## src/ulmc_consts.svh

```systemverilog
// Register indices, field positions, reset values and sizes of the line/modem control block
`ifndef ULMC_CONSTS_SVH
`define ULMC_CONSTS_SVH
// Register indices; byte address is four times the index
`define ULMC_IDX_DATA 4'h0
`define ULMC_IDX_DIVHI 4'h1
`define ULMC_IDX_FIFO 4'h2
`define ULMC_IDX_LFC 4'h3
`define ULMC_IDX_MOC 4'h4
`define ULMC_IDX_LST 4'h5
`define ULMC_IDX_MSTAT 4'h6
`define ULMC_IDX_SPAD 4'h7
`define ULMC_IDX_EFEAT 4'h8
`define ULMC_IDX_FLOW 4'h9
// Line format control fields
`define ULMC_LFC_STOP 2
`define ULMC_LFC_PEN 3
`define ULMC_LFC_EVEN 4
`define ULMC_LFC_FORCE 5
`define ULMC_LFC_BREAK 6
`define ULMC_LFC_DIVSEL 7
// Modem output control fields
`define ULMC_MOC_TREADY 0
`define ULMC_MOC_RTS 1
`define ULMC_MOC_GP1 2
`define ULMC_MOC_GP2 3
`define ULMC_MOC_LOOP 4
`define ULMC_MOC_XANY 5
`define ULMC_MOC_IR 6
`define ULMC_MOC_PRESC 7
// FIFO control fields
`define ULMC_FC_EN 0
`define ULMC_FC_RXRST 1
`define ULMC_FC_TXRST 2
// Enhanced feature and flow register fields
`define ULMC_EF_ENH 4
`define ULMC_FLOW_SW 16
// Line status fields
`define ULMC_LS_READY 0
`define ULMC_LS_OVR 1
`define ULMC_LS_PERR 2
// Reset values
`define ULMC_LFC_RST 8'h05
`define ULMC_MOC_RST 8'h00
`define ULMC_SPAD_RST 8'hff
`define ULMC_FLOW_RST 17'h01311
// Sizes and trigger levels
`define ULMC_FIFO_DEPTH 7'h40
`define ULMC_TRIG_8 7'h08
`define ULMC_TRIG_16 7'h10
`define ULMC_TRIG_32 7'h20
`define ULMC_TRIG_56 7'h38
`define ULMC_TRIG_60 7'h3c
`define ULMC_PRESC_LAST 2'h3
`endif

```

## src/ulmc_pkg.sv

```systemverilog
// Types shared by the line/modem control block
package ulmc_pkg;
  typedef enum logic {ULMC_BUS_IDLE, ULMC_BUS_ANSWER} ulmc_bus_phase_t;
  typedef struct packed {
    logic [1:0] cnt;
    logic tick;
  } ulmc_presc_state_t;
endpackage

```

## src/ulmc_core.sv

```systemverilog
// Line format, FIFO trigger, modem control and receive status logic of a UART
//
// The implementer's own choices: the Avalon-MM slave port and the register addresses.
`timescale 1ns/1ps
`default_nettype none
`include "ulmc_consts.svh"
module ulmc_core
  import ulmc_pkg::*;
(
  input wire logic sys_clk,
  input wire logic rstn,
  input wire logic clkEn,
  input wire logic [5:0] avsAddress,
  input wire logic avsRead,
  input wire logic avsWrite,
  input wire logic [31:0] avsWritedata,
  input wire logic [3:0] avsByteenable,
  output logic [31:0] avsReaddata,
  output logic avsWaitrequest,
  input wire logic rxCharValid,
  input wire logic [7:0] rxChar,
  input wire logic rxParityIn,
  input wire logic rxTimeout,
  input wire logic [7:0] txData,
  input wire logic txSerialIn,
  input wire logic ctsN,
  input wire logic dsrN,
  input wire logic riN,
  input wire logic cdN,
  output logic txPin,
  output logic txParity,
  output logic [3:0] fmtWordBits,
  output logic [2:0] fmtStopHalves,
  output logic fmtParityEn,
  output logic [15:0] divisorValue,
  output logic [6:0] rxTrigLevel,
  output logic [6:0] txTrigLevel,
  output logic txFifoClear,
  output logic fifoEnabled,
  output logic rxIrq,
  output logic intOut,
  output logic intOutEnN,
  output logic termReadyN,
  output logic reqToSendN,
  output logic gpOutputTwoN,
  output logic loopbackEn,
  output logic irModeEn,
  output logic txHalted,
  output logic baudTick
);
  // ---------------------------------------------------------------
  // State
  // ---------------------------------------------------------------
  typedef struct packed {
    ulmc_bus_phase_t phase;
    logic waitReq;
    logic [31:0] rdata;
    logic [7:0] lfc;
    logic [7:0] moc;
    logic [7:0] efeat;
    logic [7:0] spad;
    logic [7:0] thresh;
    logic [7:0] trig;
    logic [7:0] divLo;
    logic [7:0] divHi;
    logic [16:0] flow;
    logic fifoEn;
    logic [1:0] rxSel;
    logic [1:0] txSel;
    logic [63:0][8:0] mem;
    logic [5:0] wp;
    logic [5:0] rp;
    logic [6:0] count;
    logic overrun;
    logic halted;
    logic irq;
    logic intLine;
    logic intEnN;
    logic txLine;
    logic txPar;
    logic txClr;
    logic [3:0] wordBits;
    logic [2:0] stopHalves;
    logic [6:0] rxTrig;
    logic [6:0] txTrig;
  } ulmc_core_state_t;

  ulmc_core_state_t st;
  ulmc_core_state_t next_st;

  // ---------------------------------------------------------------
  // Helpers
  // ---------------------------------------------------------------
  // Parity bit for a character under the current line format
  function automatic logic parityOf(input logic [7:0] data, input logic [1:0] len, input logic [7:0] lfc);
    logic [7:0] mask;
    mask = 8'hff >> (2'h3 - len);
    if (lfc[`ULMC_LFC_FORCE])
      parityOf = ~lfc[`ULMC_LFC_EVEN];
    else
      parityOf = (^(data & mask)) ^ ~lfc[`ULMC_LFC_EVEN];
  endfunction

  // Trigger level: a non-zero nibble from the trigger register wins, else the table
  function automatic logic [6:0] trigOf(input logic [1:0] sel, input logic [3:0] nib, input logic isRx);
    if (nib != 4'h0)
      trigOf = {1'b0, nib, 2'b00};
    else
      case (sel)
        2'h0: trigOf = `ULMC_TRIG_8;
        2'h1: trigOf = `ULMC_TRIG_16;
        2'h2: trigOf = isRx ? `ULMC_TRIG_56 : `ULMC_TRIG_32;
        default: trigOf = isRx ? `ULMC_TRIG_60 : `ULMC_TRIG_56;
      endcase
  endfunction

  // ---------------------------------------------------------------
  // Decode
  // ---------------------------------------------------------------
  logic [3:0] regIdx;
  logic addrOk;
  logic req;
  logic divSel;
  logic altMap;
  logic [7:0] msrValue;
  logic [7:0] lstValue;
  logic [7:0] wbyte;

  // Word-aligned byte addresses only; anything else reads zero
  assign regIdx = avsAddress[5:2];
  assign addrOk = (avsAddress[1:0] == 2'b00);
  assign req = avsRead | avsWrite;
  assign divSel = st.lfc[`ULMC_LFC_DIVSEL];
  assign altMap = st.efeat[`ULMC_EF_ENH] & st.moc[`ULMC_MOC_GP1];
  assign wbyte = avsWritedata[7:0];

  // Loopback returns the modem outputs as the status inputs
  always_comb
  begin
    msrValue = 8'h00;
    if (st.moc[`ULMC_MOC_LOOP])
      msrValue[7:4] = {st.moc[`ULMC_MOC_GP2], st.moc[`ULMC_MOC_GP1],
                       st.moc[`ULMC_MOC_TREADY], st.moc[`ULMC_MOC_RTS]};
    else
      msrValue[7:4] = ~{cdN, riN, dsrN, ctsN};
  end

  // Line status as software sees it
  always_comb
  begin
    lstValue = 8'h00;
    lstValue[`ULMC_LS_READY] = (st.count != 7'h00);
    lstValue[`ULMC_LS_OVR] = st.overrun;
    lstValue[`ULMC_LS_PERR] = (st.count != 7'h00) & st.mem[st.rp][8];
  end

  // ---------------------------------------------------------------
  // Next state
  // ---------------------------------------------------------------
  logic doWrite;
  logic doRead;
  logic pop;
  logic push;
  logic rxFull;
  logic isFlowChar;
  logic overrunSet;
  logic overrunClr;
  logic perr;

  always_comb
  begin
    next_st = st;
    doWrite = 1'b0;
    doRead = 1'b0;
    pop = 1'b0;
    push = 1'b0;
    overrunClr = 1'b0;
    next_st.txClr = 1'b0;

    // Two-step bus answer: read data settles, then the access commits
    case (st.phase)
      ULMC_BUS_IDLE:
      begin
        next_st.waitReq = 1'b1;
        if (req)
        begin
          next_st.phase = ULMC_BUS_ANSWER;
          next_st.waitReq = 1'b0;
          next_st.rdata = 32'h0000_0000;
          if (addrOk && avsRead)
            case (regIdx)
              `ULMC_IDX_DATA: next_st.rdata[7:0] = divSel ? st.divLo : st.mem[st.rp][7:0];
              `ULMC_IDX_DIVHI: next_st.rdata[7:0] = divSel ? st.divHi : 8'h00;
              `ULMC_IDX_FIFO: next_st.rdata[7:0] = {st.fifoEn, st.fifoEn, 6'h00};
              `ULMC_IDX_LFC: next_st.rdata[7:0] = st.lfc;
              `ULMC_IDX_MOC: next_st.rdata[7:0] = st.moc;
              `ULMC_IDX_LST: next_st.rdata[7:0] = lstValue;
              `ULMC_IDX_MSTAT: next_st.rdata[7:0] = altMap ? st.thresh : msrValue;
              `ULMC_IDX_SPAD: next_st.rdata[7:0] = altMap ? st.trig : st.spad;
              `ULMC_IDX_EFEAT: next_st.rdata[7:0] = st.efeat;
              `ULMC_IDX_FLOW: next_st.rdata[16:0] = st.flow;
              default: next_st.rdata = 32'h0000_0000;
            endcase
        end
      end
      ULMC_BUS_ANSWER:
      begin
        next_st.phase = ULMC_BUS_IDLE;
        next_st.waitReq = 1'b1;
        doWrite = avsWrite & addrOk & avsByteenable[0];
        doRead = avsRead & addrOk;
      end
      default:
      begin
        next_st.phase = ULMC_BUS_IDLE;
        next_st.waitReq = 1'b1;
      end
    endcase

    // Register writes
    if (doWrite)
      case (regIdx)
        `ULMC_IDX_DATA: if (divSel) next_st.divLo = wbyte;
        `ULMC_IDX_DIVHI: if (divSel) next_st.divHi = wbyte;
        `ULMC_IDX_FIFO:
        begin
          next_st.fifoEn = wbyte[`ULMC_FC_EN];
          if (wbyte[`ULMC_FC_EN])
          begin
            next_st.rxSel = wbyte[7:6];
            next_st.txSel = wbyte[5:4];
            next_st.txClr = wbyte[`ULMC_FC_TXRST];
          end
        end
        `ULMC_IDX_LFC: next_st.lfc = wbyte;
        `ULMC_IDX_MOC:
        begin
          next_st.moc[4:0] = wbyte[4:0];
          if (st.efeat[`ULMC_EF_ENH])
            next_st.moc[7:5] = wbyte[7:5];
        end
        `ULMC_IDX_MSTAT: if (altMap) next_st.thresh = wbyte;
        `ULMC_IDX_SPAD:
        begin
          if (altMap)
            next_st.trig = wbyte;
          else
            next_st.spad = wbyte;
        end
        `ULMC_IDX_EFEAT: next_st.efeat = wbyte;
        `ULMC_IDX_FLOW:
        begin
          next_st.flow[7:0] = wbyte;
          if (avsByteenable[1])
            next_st.flow[15:8] = avsWritedata[15:8];
          if (avsByteenable[2])
            next_st.flow[16] = avsWritedata[16];
        end
        default: next_st.lfc = st.lfc;
      endcase

    // Read side effects
    if (doRead && regIdx == `ULMC_IDX_DATA && !divSel && st.count != 7'h00)
      pop = 1'b1;
    if (doRead && regIdx == `ULMC_IDX_LST)
      overrunClr = 1'b1;

    // Software flow characters and Xon-any
    isFlowChar = st.flow[`ULMC_FLOW_SW] &&
                 (rxChar == st.flow[7:0] || rxChar == st.flow[15:8]);
    if (rxCharValid)
    begin
      if (isFlowChar)
        next_st.halted = (rxChar == st.flow[15:8]);
      else if (st.moc[`ULMC_MOC_XANY])
        next_st.halted = 1'b0;
    end

    // Receive FIFO: a full FIFO drops the character and keeps its contents
    rxFull = (st.count == (st.fifoEn ? `ULMC_FIFO_DEPTH : 7'h01));
    perr = st.lfc[`ULMC_LFC_PEN] & (rxParityIn != parityOf(rxChar, st.lfc[1:0], st.lfc));
    overrunSet = rxCharValid & ~isFlowChar & rxFull & ~pop;
    push = rxCharValid & ~isFlowChar & (~rxFull | pop);
    if (push)
    begin
      next_st.mem[st.wp] = {perr, rxChar};
      next_st.wp = st.wp + 6'h01;
    end
    if (pop)
      next_st.rp = st.rp + 6'h01;
    next_st.count = st.count + {6'h00, push} - {6'h00, pop};
    // A new overrun beats the clearing read
    next_st.overrun = overrunSet | (st.overrun & ~overrunClr);

    // Receive FIFO reset clears pointers and count only; shift register is elsewhere
    if (doWrite && regIdx == `ULMC_IDX_FIFO && wbyte[`ULMC_FC_EN] && wbyte[`ULMC_FC_RXRST])
    begin
      next_st.wp = 6'h00;
      next_st.rp = 6'h00;
      next_st.count = 7'h00;
    end

    // Decoded format and trigger outputs follow the stored registers
    next_st.wordBits = {2'b00, next_st.lfc[1:0]} + 4'h5;
    if (!next_st.lfc[`ULMC_LFC_STOP])
      next_st.stopHalves = 3'h2;
    else
      next_st.stopHalves = (next_st.lfc[1:0] == 2'b00) ? 3'h3 : 3'h4;
    next_st.rxTrig = trigOf(next_st.rxSel, next_st.trig[7:4], 1'b1);
    next_st.txTrig = trigOf(next_st.txSel, next_st.trig[3:0], 1'b0);
    next_st.txPar = parityOf(txData, next_st.lfc[1:0], next_st.lfc);

    // Interrupt line and its enable
    next_st.irq = (next_st.count > next_st.rxTrig) | rxTimeout;
    next_st.intLine = next_st.irq;
    next_st.intEnN = ~next_st.moc[`ULMC_MOC_GP2];

    // Break overrides all; loopback keeps the pin idle at mark
    if (next_st.lfc[`ULMC_LFC_BREAK])
      next_st.txLine = 1'b0;
    else if (next_st.moc[`ULMC_MOC_LOOP])
      next_st.txLine = 1'b1;
    else
      next_st.txLine = txSerialIn;
  end

  // ---------------------------------------------------------------
  // State register
  // ---------------------------------------------------------------
  always_ff @(posedge sys_clk or negedge rstn)
  begin
    if (!rstn)
    begin
      st <= '0;
      st.phase <= ULMC_BUS_IDLE;
      st.waitReq <= 1'b1;
      st.lfc <= `ULMC_LFC_RST;
      st.moc <= `ULMC_MOC_RST;
      st.spad <= `ULMC_SPAD_RST;
      st.flow <= `ULMC_FLOW_RST;
      st.wordBits <= 4'h6;
      st.stopHalves <= 3'h4;
      st.rxTrig <= `ULMC_TRIG_8;
      st.txTrig <= `ULMC_TRIG_8;
      st.intEnN <= 1'b1;
      st.txLine <= 1'b1;
    end
    else if (clkEn)
      st <= next_st;
  end

  // ---------------------------------------------------------------
  // Baud prescaler
  // ---------------------------------------------------------------
  ulmc_prescaler presc (
    .sys_clk(sys_clk),
    .rstn(rstn),
    .clkEn(clkEn),
    .divideByFour(st.moc[`ULMC_MOC_PRESC]),
    .baudTick(baudTick)
  );

  // ---------------------------------------------------------------
  // Outputs
  // ---------------------------------------------------------------
  assign avsReaddata = st.rdata;
  assign avsWaitrequest = st.waitReq;
  assign txPin = st.txLine;
  assign txParity = st.txPar;
  assign fmtWordBits = st.wordBits;
  assign fmtStopHalves = st.stopHalves;
  assign fmtParityEn = st.lfc[`ULMC_LFC_PEN];
  assign divisorValue = {st.divHi, st.divLo};
  assign rxTrigLevel = st.rxTrig;
  assign txTrigLevel = st.txTrig;
  assign txFifoClear = st.txClr;
  assign fifoEnabled = st.fifoEn;
  assign rxIrq = st.irq;
  assign intOut = st.intLine;
  assign intOutEnN = st.intEnN;
  assign termReadyN = ~st.moc[`ULMC_MOC_TREADY];
  assign reqToSendN = ~st.moc[`ULMC_MOC_RTS];
  assign gpOutputTwoN = ~st.moc[`ULMC_MOC_GP2];
  assign loopbackEn = st.moc[`ULMC_MOC_LOOP];
  assign irModeEn = st.moc[`ULMC_MOC_IR];
  assign txHalted = st.halted;
endmodule
`default_nettype wire

```

## src/ulmc_prescaler.sv

```systemverilog
// Baud clock prescaler: passes every input clock or one in four
`timescale 1ns/1ps
`default_nettype none
`include "ulmc_consts.svh"
module ulmc_prescaler
  import ulmc_pkg::*;
(
  input wire logic sys_clk,
  input wire logic rstn,
  input wire logic clkEn,
  input wire logic divideByFour,
  output logic baudTick
);
  ulmc_presc_state_t st;
  ulmc_presc_state_t next_st;

  // Divide by one gives a tick every cycle, divide by four every fourth
  always_comb
  begin
    next_st = st;
    if (divideByFour)
    begin
      next_st.cnt = (st.cnt == `ULMC_PRESC_LAST) ? 2'h0 : st.cnt + 2'h1;
      next_st.tick = (st.cnt == `ULMC_PRESC_LAST);
    end
    else
    begin
      next_st.cnt = 2'h0;
      next_st.tick = 1'b1;
    end
  end

  // State register, frozen while the clock enable is low
  always_ff @(posedge sys_clk or negedge rstn)
  begin
    if (!rstn)
      st <= '0;
    else if (clkEn)
      st <= next_st;
  end

  assign baudTick = st.tick;
endmodule
`default_nettype wire

```

## config.mk

```make
export PLATFORM = sky130hd
export DESIGN_NAME = ulmc_core
export DESIGN_NICKNAME = d
export VERILOG_FILES = /design/src/ulmc_pkg.sv /design/src/ulmc_core.sv /design/src/ulmc_prescaler.sv
export VERILOG_INCLUDE_DIRS = /design/src /design/src/src
export SDC_FILE = /design/constraint.sdc
export NUM_CORES = 1
export LEC_CHECK = 0
export BUFFER_PORTS_ARGS = -buffer_cell sky130_fd_sc_hd__buf_2
export CORE_UTILIZATION = 45
export DETAILED_ROUTE_END_ITERATION = 12
export GPL_ROUTABILITY_DRIVEN = 0
export PLACE_DENSITY = 0.62
export SLEW_MARGIN = 40
export SYNTH_ARGS = -nofsm -noshare
export SYNTH_HDL_FRONTEND = slang
export SYNTH_SLANG_ARGS = --single-unit
```

## constraint.sdc

```tcl
create_clock -name sys_clk -period 4.99 [get_ports sys_clk]
set_input_delay 0.499 -clock sys_clk [delete_from_list [all_inputs] [get_ports sys_clk]]
set_output_delay 0.499 -clock sys_clk [all_outputs]
set_load 0.02 [all_outputs]
```

==> metrics, run 1 <==
status finished clean; initial DRC count 1433; WP data arrival ~4600 ps; max_cap viols 0; CTS Buf Count 79; Synth area leaders dfrtp_1, mux2_2, mux4_2, mux2_1, mux2i_1; die width 282 um; Site Rows slightly above 100; clk sink count roughly 730; wire per inst 25.6 um; CP delay by family, top compound AO/OA/AOI/OAI gates; minimum clock period about 4200 ps; Final Cycle Share 0.835; Hold Slack 127 ps; critical path depth 18; Post-synth EDFFs 0; CP cell instances inv_2 -> nand3_1 -> o31a_1 -> nor4b_4 -> clkinv_2 -> ha_1 -> inv_1 -> ha_1 -> fa_1 -> a21oi_1 -> o21bai_1 -> xnor2_1 -> nor2_1 -> ha_1 -> o21a_1 -> o21a_1 -> o22ai_1 -> a41oi_1; startpoint types register; fin cells ~3600; count of final hold-check violations 0; Placed Cells 3499; Final Skew 18.3 ps; overall routing resource usage 0.240; largest net degree at the start of global routing 114; number of gates resized after cts 0; Setup TNS 0 ps; CP required 5450 ps; grt met3 use 0.0307; Clk pin slew, worst setup/hold paths roughly 60 ps; met1 track utilization from global routing 0.324; Core ar. 77500 um2; antenna violations before repair 1; total die area roughly 79000 um2; Final Setup Violations 0; most used routing layer met2; reg2reg path depth 18; Final nets 2637; Hold Path Depth 2; fin. max-slew vios 0; final wirelength 93500 um; setup bufs post-CTS 0; clk root buf clkbuf_16; Yosys cell types 75; n_diodes 0; Clock Latency Late Sink just over 600 ps; most common cell after layout, fill and taps aside dfrtp_1; Power, Total 15500 uW; worst-margin pin slew a little over 900 ps; CTS tree yes; Port-buffer cells 118; ys async rst share 1.00; pwr/cell area 395 nW/um2; register area share after synthesis 0.516; Post-DRT Antenna Nets 0; Vert. Die Dim 282 um; largest stage delay on the critical path roughly 430 ps; upper clock frequency limit 0.240 GHz; top-area cell type share of the netlist area 0.499; Post-Synthesis Cells 2512; Max transition margin 0.385; DRC Markers 0; Syn Std Cell Area 35200 um2; flops & latches, synth 725; syn avg cell area 14.0 um2; CP endpoint kind register; vias in the first global route 22700; Area growth, synth to finish 11.6%; H-Tree Depth 3; Filler cells 6532; Top FF cell, synth dfrtp_1; crit path kind register to register; GRT overflow 0; Vias/cell 5.94; cell taking the most area after synthesis dfrtp_1; RSZ-0062 raised after global routing no; worst hold path type input pin to register; Vias 21700; Ys Warns 0; Static Leak approximately 0.018 uW; commonest non-fill, non-tap cells in the layout dfrtp_1, mux2_2, mux2_1, mux4_2, buf_2; DRT Pass-1 Iters 5; HPWL Detailed 63200 um; critical-path maximum fanout 7; Crit-path slowest cell dfrtp_1; first-pass GRT wire length 143000 um; worst path bufs/invs 3; maximum vdd drop 0.252 mV; layout cells sized above 1 0.363; met2 Resource Use GR 0.392; CP most frequent cell ha_1; Starting Density 0.454; Longest Clk Path Bufs 3; IO Count approximately 160
[state kept, by name, indices dropped and copies added, names as in the netlist, 2 cells and up]
name	cells
fmtStopHalves	3
rxTrigLevel	4
presc.st	2
st	661
avsReaddata	17
txTrigLevel	4
divisorValue	16
fmtWordBits	4
[path summary, 6_finish.rpt]
| check | start | slack [ps] | endpoint |
|---|---|---|---|
| worst max register to register | divSel | 820 | intOut |
| worst min register to register | st[433] | 480 | st[433] |
| min in group asynchronous | rstn | 400 | st[636] |
| worst min-delay path | avsWritedata[10] | 130 | st[639] |
| worst max-delay path | divSel | 820 | intOut |
| max in group asynchronous | rstn | 3260 | st[363] |
[per-layer routing]
metal	vias up	part of all wire
li1	9312	-
met1	11600	0.43
met2	597	0.48
met3	177	0.047
met4	2	0.040
met5	-	0.00019
[what timing repair did]
action	in CTS	in global routing
setup endpoints to repair	0	0
hold buffers	1	0
endpoints found under the hold margin	24	0
[final cells by class]
type                            instances  area [um2]  area share
Tap cell                             1040        1300      0.0331
Sequential cell                       725       18200       0.463
Clock buffer                          117        2320      0.0591
Inverter                               26        98.8     0.00252
Clock inverter                         27         313     0.00796
Multi-Input combinational cell       1534       15900       0.404
Timing Repair Buffer                  179        1200      0.0305
[Yosys cell counts (10+ instances only)]
master and instances:
a21oi_1 42, a22o_1 14, a22oi_1 31, and3_1 13, buf_1 30, buf_4 72, clkbuf_1 135, dfrtp_1 702
dfstp_2 23, ha_1 20, inv_1 22, mux2_1 233, mux2_2 423, mux2i_1 73, mux4_2 143, nand2_1 76
nand3_1 64, nand3b_1 10, nand4_1 18, nor2_1 62, nor2b_1 23, nor3_1 21, nor3_4 29, o21ai_0 39
xnor2_1 26
[through the flow]
step | setup slack (ps) | util | area, um2
detailed placement | 529 | 0.472 | 36600
global route | 544 | 0.507 | 39300
global placement | 575 | 0.471 | 36500
floorplan | 584 | - | 35300
CTS | 823 | 0.506 | 39200
finish | 823 | 0.507 | 39300
[where the power goes]
| part | switching [uW] | internal (uW) | total [uW] | leakage, uW |
|---|---|---|---|---|
| clock network | 2390 | 3540 | 5920 | 0.00129 |
| registers | 450 | 6600 | 7050 | 0.00984 |
| logic | 1290 | 1250 | 2540 | 0.00729 |
[kinds of logic after synthesis]
group,Yosys count,synth area share
xor gates and xnor gates,37,0.0108
adders and majority gates,21,0.00768
AOI/OAI and AO/OA,212,0.0415
and+or+nand+nor,371,0.0641
buffers and inverters,273,0.0373
muxes,872,0.322
DFF,725,0.516
other,1,0.000107
Note: power is estimated with default switching activity, not from simulation.
==> run 2: changes to the inputs <==
Clock period 4.99 ns to 4.3 ns, I/O delays scaled along.
==> metrics, run 2 (same netlist as run 1, synthesis figures left out) <==
Starting Density 0.454 (unchanged); Power, Total 17800 uW (was 15500 uW); clk sink count 725 (unchanged); number of flip-flops in the largest register 661 (unchanged); Post-DRT Antenna Nets 0 (unchanged); Area after DPL 36800 um2 (was 36600 um2); most common cell after layout, fill and taps aside dfrtp_1 (unchanged); worst hold path type input pin to register (unchanged); setup bufs post-CTS 0 (unchanged); number of gates resized after cts 0 (unchanged); CTS Buf Count 78 (was 79); CP endpoint kind register (unchanged); Vert. Die Dim 282 um (unchanged); FF-to-FF Start st[34] (was divSel); hold path start avsWritedata[16] (was avsWritedata[10]); RSZ-0062 raised after global routing no (unchanged); final wirelength 93500 um (about the same); antenna violations before repair 2 (was 1); wire per inst 25.5 um (was 25.6 um); commonest non-fill, non-tap cells in the layout dfrtp_1, mux2_2, mux2_1, mux4_2, buf_2 (unchanged); Final Setup Violations 0 (unchanged); IO Count 156 (unchanged); CP cell instances inv_1 -> ha_1 -> nand3b_1 -> nor3_1 -> o31a_1 -> nor4b_4 -> clkinv_2 -> ha_1 -> inv_1 -> ha_1 -> fa_1 -> a21oi_1 -> o21bai_1 -> xnor2_1 -> nor2_1 -> ha_1 -> o21a_1 -> o21a_1 -> o22ai_1 -> a41oi_1 (was inv_2 -> nand3_1 -> o31a_1 -> nor4b_4 -> clkinv_2 -> ha_1 -> inv_1 -> ha_1 -> fa_1 -> a21oi_1 -> o21bai_1 -> xnor2_1 -> nor2_1 -> ha_1 -> o21a_1 -> o21a_1 -> o22ai_1 -> a41oi_1); startpoint types register (unchanged); Port-buffer cells 118 (unchanged); H-Tree Depth 3 (unchanged); Final Cycle Share 0.943 (was 0.835); Vias/cell 5.91 (was 5.94); reg2reg path depth 20 (was 18); critical-path maximum fanout 3 (was 7); largest net degree at the start of global routing 116 (was 114); Max transition margin 0.370 (was 0.385); CP required 4760 ps (was 5450 ps); Area growth, synth to finish 11.8% (was 11.6%); GRT overflow 0 (unchanged); Longest Clk Path Bufs 3 (unchanged); pwr/cell area 453 nW/um2 (was 395 nW/um2); Clk pin slew, worst setup/hold paths 60 ps (about the same); cell area after layout 39400 um2 (was 39300 um2); layout cells sized above 1 0.367 (was 0.363); Final Skew 27.6 ps (was 18.3 ps); CTS tree yes (unchanged); Filler cells 6512 (was 6532); overall routing resource usage 0.242 (was 0.240); largest reg by FF count st (unchanged); first-pass GRT wire length 144000 um (was 143000 um); fin. max-slew vios 0 (unchanged); Vias 21700 (unchanged); HPWL Detailed 63400 um (was 63200 um); critical path depth 20 (was 18); maximum vdd drop 0.371 mV (was 0.252 mV); Crit-path slowest cell fa_1 (was dfrtp_1); DRT Pass-1 Iters 5 (unchanged); largest stage delay on the critical path 400 ps (was 430 ps); Worst Setup SP st[34] (was divSel); minimum clock period 4060 ps (was 4170 ps); crit path kind register to register (unchanged); CP delay by family, top adder cells (was compound AO/OA/AOI/OAI gates); max_cap viols 0 (unchanged); status finished clean (unchanged); FF-to-FF setup slack 240 ps (was 820 ps); Hold Path Depth 2 (unchanged); Static Leak 0.0185 uW (was 0.0184 uW); fin cells 3669 (was 3648); initial DRC count 1607 (was 1433); setup ws final 244 ps (was 823 ps); n_diodes 0 (unchanged); Core ar. 77500 um2 (unchanged); WP data arrival 4520 ps (was 4620 ps); worst-margin pin slew 921 ps (about the same); Clock Latency Late Sink 630 ps (was 620 ps); CP most frequent cell ha_1 (unchanged); count of final hold-check violations 0 (unchanged); DRC Markers 0 (unchanged); worst path bufs/invs 3 (unchanged); total die area 79300 um2 (unchanged); upper clock frequency limit 0.247 GHz (was 0.240 GHz); clk root buf clkbuf_16 (unchanged); die width 282 um (unchanged); Site Rows 102 (unchanged); Placed Cells 3522 (was 3499); vias in the first global route 22600 (was 22700); # hold bufs at CTS 1 (unchanged); pre-CTS WS 35.7 ps (was 529 ps); Setup TNS 0 ps (unchanged); Final nets 2657 (was 2637)
## run 2: changes by cell type in the layout (fill, tap and decap cells not counted), moves of 3 or more
cell        previous run  this run
buf_4                 48        67
clkinvlp_4             5         2
buf_12                 8        11
clkbuf_8              16        13
clkbuf_16             81        78
clkinv_2              13        20
## run 2: path summary, 6_finish.rpt
check / to
worst max-delay path: intOut
worst min-delay path: st[645]
worst max register to register: intOut
worst min register to register: st[526]
max in group asynchronous: st[383]
min in group asynchronous: st[201]
## run 2: final cells by class
class	count	area [um2]	share of cell area
multi-input combinational	1534	15800	0.402
sequential	725	18200	0.462
clock buffer	112	2210	0.0561
tap	1040	1300	0.0331
clock inverter	32	342	0.00868
timing repair buffer	200	1380	0.0352
inverter	26	98.8	0.00251
## run 2: metal layers
metal / GRT usage / vias to the layer above / wire [um]
met5: 0 / - / 32
met4: 0.0867 / 4 / 3040
li1: - / 9355 / -
met3: 0.0304 / 167 / 4100
met1: 0.328 / 11600 / 40300
met2: 0.400 / 576 / 46100
## run 2: stage by stage
stage          utilization  hold slack [ps]
5_1_grt              0.508             47.4
2_1_floorplan            -              134
6_report             0.508             62.9
3_3_place_gp         0.474              462
4_1_cts              0.507             26.8
3_5_place_dp         0.474              469
## run 2: where the power goes
part / internal (uW) / total (uW) / switching [uW]
Clock: 3950 / 6700 / 2760
Combinational: 1460 / 2960 / 1500
Sequential: 7660 / 8170 / 510
Total: 13100 / 17800 / 4770
==> run 3: changes to the inputs <==
Settings changed: ABC_AREA from default to 1, SETUP_SLACK_MARGIN from default to 0.2.
==> metrics, run 3 <==
status finished clean (unchanged); clk sink count 725 (unchanged); worst-margin pin slew 917 ps (was 921 ps); upper clock frequency limit 0.264 GHz (was 0.247 GHz); top-area cell type share of the netlist area 0.471 (was 0.499); first-pass GRT wire length 183000 um (was 144000 um); flops & latches, synth 725 (unchanged); overall routing resource usage 0.276 (was 0.242); Top FF cell, synth dfrtp_1 (unchanged); most common cell in the synthesized netlist nand2_1 (was dfrtp_1); die width 290 um (was 282 um); DRC Markers 0 (unchanged); Sw Share 0.298 (was 0.267); Site Rows 105 (was 102); HPWL Detailed 73200 um (was 63400 um); max_cap viols 0 (unchanged); Clk pin slew, worst setup/hold paths 60 ps (about the same); antenna violations before repair 1 (was 2); critical-path maximum fanout 3 (unchanged); largest reg by FF count st (unchanged); CP most frequent cell inv_1 (was ha_1); cell area after layout 41400 um2 (was 39400 um2); Starting Density 0.455 (was 0.454); CTS tree yes (unchanged); maximum vdd drop 0.294 mV (was 0.371 mV); Yosys cell types 48 (was 75); largest stage delay on the critical path 370 ps (was 400 ps); RSZ-0062 raised after global routing no (unchanged); worst hold path type input pin to register (unchanged); Max transition margin 0.389 (was 0.370); CP required 4820 ps (was 4760 ps); ys async rst share 1.00 (unchanged); Final Skew 27.5 ps (was 27.6 ps); Multi-input gate area 16500 um2 (was 15800 um2); Vert. Die Dim 290 um (was 282 um); GRT overflow 0 (unchanged); Post-Synthesis Cells 4990 (was 2512); pwr/cell area 440 nW/um2 (was 453 nW/um2); total die area 84100 um2 (was 79300 um2); number of flip-flops in the largest register 661 (unchanged); Final Setup Violations 0 (unchanged); Post-DRT Antenna Nets 0 (unchanged); final wirelength 116000 um (was 93500 um); main combinational cell family by area after synthesis simple AND/OR/NAND/NOR gates (was multiplexers); count of final hold-check violations 0 (unchanged); Vias/cell 5.34 (was 5.91); post-synthesis adder-cell area fraction 0.00724 (was 0.00768); Int Power 12800 uW (was 13100 uW); layout cells sized above 1 0.0919 (was 0.367); Hold Slack 38.8 ps (was 62.9 ps); most common cell after layout, fill and taps aside nand2_1 (was dfrtp_1); initial DRC count 3146 (was 1607); fin util 0.504 (was 0.508); commonest non-fill, non-tap cells in the layout nand2_1, dfrtp_1, nand3_1, o21ai_0, inv_1 (was dfrtp_1, mux2_2, mux2_1, mux4_2, buf_2); largest net degree at the start of global routing 172 (was 116); DRT Pass-1 Iters 6 (was 5); crit path kind register to register (unchanged); Core ar. 82100 um2 (was 77500 um2); Static Leak 0.0215 uW (was 0.0185 uW); Final nets 5063 (was 2657); Post-synth EDFFs 0 (unchanged); Net Sw Power 5430 uW (was 4770 uW); cell taking the most area after synthesis dfrtp_1 (unchanged); Setup TNS 0 ps (unchanged); Filler cells 8040 (was 6512); post-synthesis simple-gate area fraction 0.342 (was 0.0641); Port-buffer cells 118 (unchanged); minimum clock period 3790 ps (was 4060 ps); wire per inst 19.0 um (was 25.5 um); Ys Warns 0 (unchanged); IO Count 156 (unchanged); fin. max-slew vios 0 (unchanged); syn avg cell area 7.48 um2 (was 14.0 um2); Area after DPL 38500 um2 (was 36800 um2); Final Cycle Share 0.882 (was 0.943); Compound-Gate Fraction of Synth Area 0.0829 (was 0.0415); Crit-path slowest cell dfrtp_1 (was fa_1); register area 18200 um2 (about the same); CP endpoint kind register (unchanged); clk root buf clkbuf_16 (unchanged); vias in the first global route 31200 (was 22600); Area growth, synth to finish 10.9% (was 11.8%); H-Tree Depth 3 (unchanged); Vias 32600 (was 21700); CTS Buf Count 81 (was 78); most common library cells after synthesis nand2_1, dfrtp_1, nand3_1 (was dfrtp_1, mux2_2, mux2_1); Clock Latency Late Sink 640 ps (was 630 ps); register share of total power 0.435 (was 0.458); startpoint types register (unchanged); register area share after synthesis 0.487 (was 0.516); Syn Std Cell Area 37300 um2 (was 35200 um2); n_diodes 0 (unchanged); Logic pwr share 0.170 (was 0.166); power share of the clock group 0.395 (was 0.376); CP cell instances inv_1 -> ha_1 -> nand4_1 -> inv_2 -> nor4_2 -> nor2_1 -> nor2_2 -> and2_2 -> inv_1 -> ha_1 -> inv_1 -> ha_2 -> fa_2 -> nand3_1 -> nand3_1 -> nor2_1 -> nor3b_4 -> ha_1 -> o21a_1 -> o21a_1 -> o22ai_1 -> nand4_1 -> o21ai_1 -> inv_1 (was inv_1 -> ha_1 -> nand3b_1 -> nor3_1 -> o31a_1 -> nor4b_4 -> clkinv_2 -> ha_1 -> inv_1 -> ha_1 -> fa_1 -> a21oi_1 -> o21bai_1 -> xnor2_1 -> nor2_1 -> ha_1 -> o21a_1 -> o21a_1 -> o22ai_1 -> a41oi_1); Longest Clk Path Bufs 3 (unchanged); post-synthesis xor/xnor area fraction 0.00563 (was 0.0108); multiplexer share of the synthesized area 0 (was 0.322); Synth area leaders dfrtp_1, nand2_1, nand3_1, o21ai_0, inv_1 (was dfrtp_1, mux2_2, mux4_2, mux2_1, mux2i_1); WP data arrival 4320 ps (was 4520 ps)
## run 3: layout make-up
class                   instances  area share
clock buffers                 125      0.0591
clock inverters                24     0.00713
inverters                     320      0.0291
multi-input cells            3645       0.398
flip-flops and latches        725       0.439
well taps                    1070      0.0323
repair buffers                198      0.0356
## run 3: per-layer routing
layer / global-route usage / vias up / wire length [um]
li1: - / 15600 / -
met1: 0.394 / 15700 / 52300
met2: 0.430 / 1044 / 52700
met3: 0.0440 / 211 / 7790
met4: 0.0837 / 2 / 3310
met5: 0 / - / 13
## run 3: logic make-up (layout without fill, tap and decap cells)
| kind of cell | Yosys count | in the layout |
|---|---|---|
| AO/OA/AOI/OAI | 587 | 587 |
| AND/OR/NAND/NOR | 2992 | 2992 |
| flip-flops | 725 | 725 |
| adder cells (fa/ha/maj) | 21 | 21 |
| buffers and inverters | 640 | 667 |
| XOR/XNOR | 24 | 24 |
| other | 1 | 21 |
## run 3: final timing paths
path	from	cells after the start	slack (ps)	end
hold reg to reg	fmtStopHalves[2]	2	470	fmtStopHalves[2]
max in group asynchronous	rstn	3	2680	fmtParityEn
setup reg to reg	st[31]	24	510	intOut
min in group asynchronous	rstn	2	410	st[411]
hold / removal	avsWritedata[9]	3	40	st[638]
setup / recovery	st[31]	24	510	intOut
## run 3: worst max-delay path, delay by kind of cell, from the launching register on
family          cells  cell delay, ps
buf+inv             5             260
flops               1             370
fa+ha+maj           5            1310
simple gates       10            1230
compound gates      4             520
## run 3: power by group through the flow
stage / registers (uW) / clock network, uW / logic (uW)
detailed placement: 8020 / 0 / 2960
floorplan: 7920 / 0 / 1980
global placement: 8010 / 0 / 2900
global route: 7990 / 7580 / 3450
CTS: 7910 / 7300 / 2970
finish: 7910 / 7200 / 3100
## run 3: through the flow
stage / setup slack [ps] / power (uW) / cells
floorplan: 297 / 9890 / 5010
global placement: 122 / 10900 / 5947
detailed placement: 33.6 / 11000 / 5949
CTS: 300 / 18200 / 6100
global route: 171 / 19000 / 6107
finish: 508 / 18200 / 6107
## run 3: timing repair
action	4_1_cts	5_1_grt
setup endpoints to repair	1	1
endpoints found under the hold margin	73	0
hold buffers	2	0
pin swaps	0	2
buffers inserted	0	6
resized for setup	1	12
